[src/design/esp_params.svh]
// Constants for the encoder serial programming port.
`ifndef ESP_PARAMS_SVH
`define ESP_PARAMS_SVH

`define ESP_CLK_MHZ          50
`define ESP_IDLE_TIMEOUT_NS  100000
`define ESP_DATA_W           8
`define ESP_ADDR_W           6
`define ESP_PREFIX_READ      2'b10
`define ESP_PREFIX_WRITE     2'b01
`define ESP_CMD_LAST         4'h7
`define ESP_FRAME_LAST       4'hF
`define ESP_SEL_PROGRAM      1'b0
`define ESP_DO_IDLE          1'b1
`define ESP_ADDR_RESERVED0   6'h00
`define ESP_ADDR_RESERVED1   6'h01
`define ESP_ADDR_ZERO_LO     6'h02
`define ESP_ADDR_ZERO_HI     6'h03
`define ESP_ADDR_CONFIG0     6'h04
`define ESP_ADDR_CONFIG1     6'h05
`define ESP_ADDR_CONFIG2     6'h06
`define ESP_ADDR_UNLOCK      6'h10
`define ESP_ADDR_BURN_RSV    6'h11
`define ESP_ADDR_BURN_ZERO   6'h12
`define ESP_ADDR_BURN_CFG    6'h13
`define ESP_ADDR_OPEN_EXTRA  6'h1B
`define ESP_KEY_UNLOCK       8'hAB
`define ESP_KEY_BURN_RSV     8'hA1
`define ESP_KEY_BURN_ZERO    8'hA2
`define ESP_KEY_BURN_CFG     8'hA3
`define ESP_REG_RESET        8'h00
`define ESP_BURN_RSV_BIT     0
`define ESP_BURN_ZERO_BIT    1
`define ESP_BURN_CFG_BIT     2

`endif

[src/design/esp_pkg.sv]
// Types for the encoder serial programming port.
package esp_pkg;
  typedef enum logic [2:0] {
    ESP_IDLE  = 3'b000,
    ESP_CMD   = 3'b001,
    ESP_READ  = 3'b010,
    ESP_WRITE = 3'b011,
    ESP_SKIP  = 3'b100
  } esp_state_type;
endpackage

[src/design/esp_sync.sv]
// Three-stage input synchroniser that accepts a change once stages two and three agree.
`timescale 1ns/1ns
module esp_sync #(
  parameter int           WIDTH     = 3,
  parameter logic [WIDTH-1:0] RESET_VAL = '1
) (
  input  wire logic             clk_in,
  input  wire logic             rst_n_in,
  input  wire logic [WIDTH-1:0] async_in,
  output logic      [WIDTH-1:0] stable_out
);
  typedef struct packed {
    logic [WIDTH-1:0] s1;
    logic [WIDTH-1:0] s2;
    logic [WIDTH-1:0] s3;
    logic [WIDTH-1:0] stable;
  } esp_sync_state_type;

  esp_sync_state_type st_reg;
  esp_sync_state_type st_next;

  always_comb begin
    st_next    = st_reg;
    st_next.s1 = async_in;
    st_next.s2 = st_reg.s1;
    st_next.s3 = st_reg.s2;
    for (int i = 0; i < WIDTH; i++) begin
      if (st_reg.s2[i] == st_reg.s3[i]) begin
        st_next.stable[i] = st_reg.s3[i];
      end
    end
  end

  always_ff @(posedge clk_in or negedge rst_n_in) begin
    if (!rst_n_in) begin
      st_reg <= {RESET_VAL, RESET_VAL, RESET_VAL, RESET_VAL};
    end else begin
      st_reg <= st_next;
    end
  end

  assign stable_out = st_reg.stable;
endmodule

[src/design/esp_otp_port.sv]
// Serial register programming port with unlock and one-time-programmable burn commands.
//
// Summary of operation
// RULE1: Interface select low puts the shared pins into register programming.
// RULE2: Interface select high hands the shared pins to the position read-out.
// RULE3: Host clocks the programming link between 10 kHz and 1 MHz.
// RULE4: Read command is prefix 10 then six address bits, MSB first.
// RULE5: After a read command, eight data bits leave on data out.
// RULE6: Data out changes after falling clock edges; host samples on rising edges.
// RULE7: Write frame is prefix 01, six address bits, eight data bits.
// RULE8: Clock and data in idle high between transfers.
// RULE9: Clock stays high across select changes; wait 1 us before transfers.
// RULE10: Clock stays high at least 300 ns between commands.
// RULE11: Host should read a register back after writing it.
// RULE12: Key 0xAB at 0x10 unlocks; 0x00-0x03, 0x10-0x12, 0x1B always open.
// RULE13: Key 0xA1 at 0x11 burns reserved bytes 0x00 and 0x01.
// RULE14: Key 0xA2 at 0x12 burns zero offset bytes 0x02 and 0x03.
// RULE15: Key 0xA3 at 0x13 burns configuration bytes 0x04 to 0x06.
// RULE16: Zero offset low byte sits at 0x02, high byte at 0x03.
// RULE17: Locked writes and frames with unknown prefixes are ignored.
// RULE18: A frame starts at the first falling edge after idle; partials discarded.
`timescale 1ns/1ns
`include "esp_params.svh"
module esp_otp_port
  import esp_pkg::*;
#(
  parameter int IDLE_TIMEOUT_CYCLES = `ESP_IDLE_TIMEOUT_NS * `ESP_CLK_MHZ / 1000
) (
  input  wire logic        CLK_IN,
  input  wire logic        RST_N_IN,
  input  wire logic        INTERFACE_SELECT_IN,
  input  wire logic        SHARED_SERIAL_CLOCK_PIN_IN,
  input  wire logic        SHARED_LOAD_OR_DATAIN_PIN_IN,
  output logic             SHARED_DATAOUT_PIN_OUT,
  output logic             SHARED_DATAOUT_PIN_OE_OUT,
  output logic             POSITION_READOUT_ACTIVE_OUT,
  output logic             REGS_UNLOCKED_OUT,
  output logic [15:0]      ZERO_POSITION_OFFSET_OUT,
  output logic [2:0]       OTP_BURN_PULSE_OUT,
  output logic [2:0]       OTP_BURNED_OUT,
  output logic [6:0][7:0]  OTP_IMAGE_OUT
);
  typedef struct packed {
    esp_state_type  state;
    logic [3:0]     cnt;
    logic [15:0]    sh;
    logic [7:0]     rd;
    logic           sclk_prev;
    logic [15:0]    idle_cnt;
    logic           dout;
    logic           doe;
    logic           ssi;
    logic           unlocked;
    logic [2:0]     burned;
    logic [2:0]     burn_pulse;
    logic [6:0][7:0] otp;
    logic [63:0][7:0] regs;
  } esp_port_state_type;

  esp_port_state_type st_reg;
  esp_port_state_type st_next;
  logic [2:0]         pins_stable;
  logic               sel;
  logic               sclk;
  logic               din;

  esp_sync #(
    .WIDTH     (3),
    .RESET_VAL (3'h7)
  ) u_sync (
    .clk_in     (CLK_IN),
    .rst_n_in   (RST_N_IN),
    .async_in   ({INTERFACE_SELECT_IN, SHARED_SERIAL_CLOCK_PIN_IN,
                  SHARED_LOAD_OR_DATAIN_PIN_IN}),
    .stable_out (pins_stable)
  );

  assign sel  = pins_stable[2];
  assign sclk = pins_stable[1];
  assign din  = pins_stable[0];

  // Addresses that stay writable without the unlock key.
  function automatic logic esp_always_open(input logic [`ESP_ADDR_W-1:0] a);
    esp_always_open = (a == `ESP_ADDR_RESERVED0) || (a == `ESP_ADDR_RESERVED1) ||
                      (a == `ESP_ADDR_ZERO_LO) || (a == `ESP_ADDR_ZERO_HI) ||
                      (a == `ESP_ADDR_UNLOCK) || (a == `ESP_ADDR_BURN_RSV) ||
                      (a == `ESP_ADDR_BURN_ZERO) || (a == `ESP_ADDR_OPEN_EXTRA);
  endfunction

  // Command registers are write-only and read back as zero.
  function automatic logic esp_write_only(input logic [`ESP_ADDR_W-1:0] a);
    esp_write_only = (a == `ESP_ADDR_UNLOCK) || (a == `ESP_ADDR_BURN_RSV) ||
                     (a == `ESP_ADDR_BURN_ZERO) || (a == `ESP_ADDR_BURN_CFG);
  endfunction

  logic                   fall;
  logic                   rise;
  logic [15:0]            sh_shift;
  logic [`ESP_ADDR_W-1:0] cmd_addr;
  logic [`ESP_ADDR_W-1:0] wr_addr;
  logic [7:0]             wr_data;

  always_comb begin
    st_next            = st_reg;
    fall               = st_reg.sclk_prev & ~sclk;
    rise               = ~st_reg.sclk_prev & sclk;
    sh_shift           = {st_reg.sh[14:0], din};
    cmd_addr           = sh_shift[`ESP_ADDR_W-1:0];
    wr_addr            = sh_shift[13:8];
    wr_data            = sh_shift[7:0];
    st_next.sclk_prev  = sclk;
    st_next.burn_pulse = 3'h0;
    st_next.ssi        = (sel != `ESP_SEL_PROGRAM); // RULE2
    st_next.doe        = (sel == `ESP_SEL_PROGRAM); // RULE1

    if (fall || !sclk) begin
      st_next.idle_cnt = 16'h0000;
    end else if (st_reg.idle_cnt != 16'hFFFF) begin
      st_next.idle_cnt = st_reg.idle_cnt + 16'h0001;
    end

    if (sel != `ESP_SEL_PROGRAM) begin
      st_next.state = ESP_IDLE; // RULE18
      st_next.dout  = `ESP_DO_IDLE;
    end else if (st_reg.state != ESP_IDLE &&
                 st_reg.idle_cnt >= IDLE_TIMEOUT_CYCLES[15:0]) begin
      st_next.state = ESP_IDLE; // RULE18
      st_next.dout  = `ESP_DO_IDLE;
    end else begin
      unique case (st_reg.state)
        ESP_IDLE: begin
          if (fall) begin
            st_next.state = ESP_CMD; // RULE18
            st_next.cnt   = 4'h0;
          end
        end
        ESP_CMD: begin
          if (rise) begin
            st_next.sh  = sh_shift; // RULE4
            st_next.cnt = st_reg.cnt + 4'h1;
            if (st_reg.cnt == `ESP_CMD_LAST) begin
              if (sh_shift[7:6] == `ESP_PREFIX_READ) begin
                st_next.state = ESP_READ;
                st_next.rd    = esp_write_only(cmd_addr) ? `ESP_REG_RESET
                                                         : st_reg.regs[cmd_addr]; // RULE5
              end else if (sh_shift[7:6] == `ESP_PREFIX_WRITE) begin
                st_next.state = ESP_WRITE; // RULE7
              end else begin
                st_next.state = ESP_SKIP; // RULE17
              end
            end
          end
        end
        ESP_READ: begin
          if (fall) begin
            st_next.dout = st_reg.rd[7]; // RULE6
            st_next.rd   = {st_reg.rd[6:0], 1'b0};
          end
          if (rise) begin
            st_next.cnt = st_reg.cnt + 4'h1;
            if (st_reg.cnt == `ESP_FRAME_LAST) begin
              st_next.state = ESP_IDLE; // RULE5
              st_next.dout  = `ESP_DO_IDLE;
            end
          end
        end
        ESP_WRITE: begin
          if (rise) begin
            st_next.sh  = sh_shift;
            st_next.cnt = st_reg.cnt + 4'h1;
            if (st_reg.cnt == `ESP_FRAME_LAST) begin
              st_next.state = ESP_IDLE;
              if (st_reg.unlocked || esp_always_open(wr_addr)) begin // RULE17
                if (!esp_write_only(wr_addr)) begin
                  st_next.regs[wr_addr] = wr_data; // RULE16
                end
                if (wr_addr == `ESP_ADDR_UNLOCK) begin
                  st_next.unlocked = (wr_data == `ESP_KEY_UNLOCK); // RULE12
                end
                if (wr_addr == `ESP_ADDR_BURN_RSV && wr_data == `ESP_KEY_BURN_RSV &&
                    !st_reg.burned[`ESP_BURN_RSV_BIT]) begin
                  st_next.otp[0] = st_reg.regs[`ESP_ADDR_RESERVED0]; // RULE13
                  st_next.otp[1] = st_reg.regs[`ESP_ADDR_RESERVED1];
                  st_next.burned[`ESP_BURN_RSV_BIT]     = 1'b1;
                  st_next.burn_pulse[`ESP_BURN_RSV_BIT] = 1'b1;
                end
                if (wr_addr == `ESP_ADDR_BURN_ZERO && wr_data == `ESP_KEY_BURN_ZERO &&
                    !st_reg.burned[`ESP_BURN_ZERO_BIT]) begin
                  st_next.otp[2] = st_reg.regs[`ESP_ADDR_ZERO_LO]; // RULE14
                  st_next.otp[3] = st_reg.regs[`ESP_ADDR_ZERO_HI];
                  st_next.burned[`ESP_BURN_ZERO_BIT]     = 1'b1;
                  st_next.burn_pulse[`ESP_BURN_ZERO_BIT] = 1'b1;
                end
                if (wr_addr == `ESP_ADDR_BURN_CFG && wr_data == `ESP_KEY_BURN_CFG &&
                    !st_reg.burned[`ESP_BURN_CFG_BIT]) begin
                  st_next.otp[4] = st_reg.regs[`ESP_ADDR_CONFIG0]; // RULE15
                  st_next.otp[5] = st_reg.regs[`ESP_ADDR_CONFIG1];
                  st_next.otp[6] = st_reg.regs[`ESP_ADDR_CONFIG2];
                  st_next.burned[`ESP_BURN_CFG_BIT]     = 1'b1;
                  st_next.burn_pulse[`ESP_BURN_CFG_BIT] = 1'b1;
                end
              end
            end
          end
        end
        ESP_SKIP: begin
          // An unknown frame is dropped until the clock idles out.
          st_next.state = ESP_SKIP; // RULE17
        end
        default: begin
          st_next.state = ESP_IDLE;
        end
      endcase
    end
  end

  always_ff @(posedge CLK_IN or negedge RST_N_IN) begin
    if (!RST_N_IN) begin
      st_reg           <= '0;
      st_reg.state     <= ESP_IDLE;
      st_reg.sclk_prev <= 1'b1;
      st_reg.dout      <= `ESP_DO_IDLE;
      st_reg.ssi       <= 1'b1;
    end else begin
      st_reg <= st_next;
    end
  end

  assign SHARED_DATAOUT_PIN_OUT      = st_reg.dout;
  assign SHARED_DATAOUT_PIN_OE_OUT   = st_reg.doe;
  assign POSITION_READOUT_ACTIVE_OUT = st_reg.ssi;
  assign REGS_UNLOCKED_OUT           = st_reg.unlocked;
  assign ZERO_POSITION_OFFSET_OUT    = {st_reg.regs[`ESP_ADDR_ZERO_HI], // RULE16
                                        st_reg.regs[`ESP_ADDR_ZERO_LO]};
  assign OTP_BURN_PULSE_OUT          = st_reg.burn_pulse;
  assign OTP_BURNED_OUT              = st_reg.burned;
  assign OTP_IMAGE_OUT               = st_reg.otp;
endmodule

[config.mk]
export PLATFORM = sky130hd
export DESIGN_NAME = esp_otp_port
export DESIGN_NICKNAME = d
export VERILOG_FILES = /design/src/design/esp_pkg.sv /design/src/design/esp_sync.sv /design/src/design/esp_otp_port.sv
export VERILOG_INCLUDE_DIRS = /design/src /design/src/design
export SDC_FILE = /design/constraint.sdc
export NUM_CORES = 1
export LEC_CHECK = 0
export BUFFER_PORTS_ARGS = -buffer_cell sky130_fd_sc_hd__buf_2
export CELL_PAD_IN_SITES_DETAIL_PLACEMENT = 0
export CELL_PAD_IN_SITES_GLOBAL_PLACEMENT = 1
export CORE_ASPECT_RATIO = 2
export CORE_UTILIZATION = 50
export CTS_BUF_LIST = sky130_fd_sc_hd__clkbuf_2 sky130_fd_sc_hd__clkbuf_4 sky130_fd_sc_hd__clkbuf_8
export CTS_CLUSTER_DIAMETER = 200
export DETAILED_ROUTE_END_ITERATION = 12
export PLACE_DENSITY_LB_ADDON = 0.12
export SKIP_LAST_GASP = 1
export SYNTH_ARGS = -nofsm -noshare
export SYNTH_HDL_FRONTEND = slang
export SYNTH_SLANG_ARGS = --single-unit
[constraint.sdc]
create_clock -name CLK_IN -period 2.97 [get_ports CLK_IN]
set_clock_uncertainty 0.2 [all_clocks]
set_input_delay 0.1485 -clock CLK_IN [delete_from_list [all_inputs] [get_ports CLK_IN]]
set_output_delay 0.1485 -clock CLK_IN [all_outputs]
set_load 0.05 [all_outputs]
==> metrics.csv <==
metric;value;unit
fp.dieH;341.3;µm
p_seq_frac;0.498;
synth_top_area_cell;dfrtp_1;
post_drt_via_cell_ratio;5.769;
drtIter0Drc;893;
clk_latency;0.69;ns
ant_nets;0;
tns;-0.05036;ns
switching_power;4331;µW
period_needed;3.003;ns
wire_per_inst;25.08;µm
period_share;1.011;
grt_usage;0.2603;
power.density;529.5;nW/µm²
status;finished, violations left;
p_clk_frac;0.413;
irDropWorstVdd;0.0002949;V
gp_congestion;0.8859;
combPwrFrac;0.088;
grt_max_degree;74;
placed_cell_area;30530;µm²
cts_tree;yes;
max_freq;333.0;MHz
num-fill-cells;4704;
grt_pass1_vias;18548;
violations;negative setup slack;
slew_violations;0;
synth_seq_cells;623;
synth_most_common_cell;dfrtp_1;
synth.top_cell.area_share;0.5285;
power.internal;12990;µW
relSlewSlack;0.4051;
layout.cells.non_filler;2902;
core.rowCount;124;
post-route-drc-count;0;
cp-end-kind;flip-flop;
clock_path_buffers;3;
avgSynthCellArea;14.73;µm²
async_flop_share;1.000;
cap_violations;0;
hpwlAfterDp;50.68;mm
synth.top_cells.by_area;dfrtp_1 (53%), mux2_2 (21%), mux4_2 (10%);
clockRootBuffer;clkbuf_8;
leakage;0.01595;µW
start_util;0.5042;
core;57090;µm²
worst_hold_slack;0.1581;ns
grt_antenna_before_repair;2;
synth-edff-count;0;
fp.dieW;171.7;µm
synthCells;1954;
area_delta_synth_final;13.63;%
final_area;32710;µm²
vias;16743;
timing_hold_violations_final;0;
syn_nets;1964;
firstDrtPassIters;6;
path_max_fanout;24;
startpoint_type;flip-flop;
clkTransAtPathRegs;0.07;ns
dp_cells;2723;
routed_wirelength;72.77;mm
sw_frac_of_total;0.2501;
criticalPathCategory;flip-flop to flip-flop;
arrival;3.33;ns
min-delay-path-class;flip-flop to flip-flop;
synth_flop_cell;dfrtp_1;
synth.cell_area;28790;µm²
grt_pass1_wl;112.5;mm
die-area;58590;µm²
required;3.30;ns
finalSetupViolations;2;
grt_overflow_total;0;
rsz0062_at_grt;yes;
worstMarginPinSlew;0.8905;ns
portBuffers;86;
setup_ws;-0.03340;ns
drive_above_1_share;0.5552;
yosysSeqAreaShare;0.5422;
yosys-top-cells-count;dfrtp_1 (608), mux2_2 (529), mux4_2 (131), clkbuf_1 (109), buf_4 (85);
cts_inserted_buffers;88;
ioPinCount;87;
nets;2084;
power;17320;µW
clkSinkCount;623;
htree_levels;3;
synth.distinct_cells;66;
yosys_warnings;0;
[power groups by stage]
| stage | Clock [µW] | Sequential (µW) | Combinational, µW |
|---|---|---|---|
| floorplan | 0 | 8720 | 837 |
| CTS | 7360 | 8630 | 1550 |
| global route | 7720 | 8620 | 1640 |
| finish | 7160 | 8630 | 1530 |
| detailed placement | 0 | 8780 | 1520 |
| global placement | 0 | 8780 | 1500 |
[cell families (layout without fill, tap and decap cells)]
group                    Yosys count  after routing  share of synthesized area
multiplexers                     700            700                     0.3269
flip-flops                       623            623                     0.5422
AND/OR/NAND/NOR                  270            270                    0.05642
buffers and inverters            243            434                    0.04473
AO/OA/AOI/OAI                     98             98                    0.02282
XOR/XNOR                          12             12                   0.003651
adder cells (fa/ha/maj)            8              8                   0.003216
other                              0              1                          0
[cell usage in the layout, fill, tap and decap left out, types with 6 or more instances in the layout]
master,netlist,final
clkinv_2,0,9
nor3_4,7,7
clkbuf_4,0,33
or3_1,7,6
or2_2,6,6
mux4_2,131,131
nand3_1,17,17
mux2_2,529,529
nand2b_1,11,11
dlygate4sd3_1,0,8
nor3_1,16,15
nand4_1,16,16
a21oi_1,21,21
buf_2,26,85
mux2i_1,14,13
dfstp_2,15,14
dfrtp_1,608,601
nor2b_1,15,15
buf_12,0,31
mux2_4,19,19
and2_1,11,11
mux2_1,7,7
inv_1,13,13
nand2_2,39,34
nor2_1,46,46
clkbuf_8,0,111
buf_4,85,131
a22oi_1,18,13
o21ai_0,19,19
xor2_1,8,8
nand2_1,42,42
[final timing paths]
path | from | slack, ns | cells past startpoint | endpoint
hold / removal | u_sync.st_next[7] | 0.16 | 0 | u_sync.st_next[4]
setup / recovery | u_sync.stable_out[0] | -0.03 | 6 | st_reg[601]
setup reg to reg | u_sync.stable_out[0] | -0.03 | 6 | st_reg[601]
min in group asynchronous | RST_N_IN | 0.54 | 4 | st_reg[623]
max in group asynchronous | RST_N_IN | 1.44 | 4 | cmd_addr[1]
hold reg to reg | u_sync.st_next[7] | 0.16 | 0 | u_sync.st_next[4]
[area by class of cell]
class                           count  area, µm²  area share
Multi-Input combinational cell   1088      11980      0.3662
Antenna cell                        1      2.502  0.00007650
Clock inverter                     17      131.4    0.004016
Sequential cell                   623      15630      0.4777
Timing Repair Buffer              260       2202     0.06732
Clock buffer                      144       1775     0.05428
Tap cell                          756      945.9     0.02892
Inverter                           13      48.80    0.001492
[repair_timing]
action	4_1_cts	5_1_grt
setup buffers	3	5
resized for setup	4	14
hold buffers	9	0
pin swaps	0	1
endpoints found under the hold margin	614	0
endpoints found under the setup margin	8	81
[routing by layer]
| layer | share of wire | up-vias | track usage |
|---|---|---|---|
| li1 | - | 7296 | - |
| met1 | 0.37 | 8941 | 0.2837 |
| met2 | 0.55 | 358 | 0.4829 |
| met3 | 0.032 | 148 | 0.03331 |
| met4 | 0.050 | 0 | 0.1360 |
| met5 | 0 | - | 0 |
[worst max-delay path, cell delays in order, from the launching register on]
cell       delay, ns
dfstp_4         0.70
buf_16          0.22
mux4_2          0.54
mux4_2          0.62
mux2_2          0.32
nand4_1         0.11
o2111ai_1       0.11
[per-stage QoR]
step,utilization,setup WS [ns]
final,0.5729,-0.03340
after global routing,0.5729,-0.07814
after CTS,0.5710,-0.04125
after detailed placement,0.5347,-0.07175
after global placement,0.5347,-0.05540
after floorplan,-,0.09531
(Power assumes the default switching activity.)
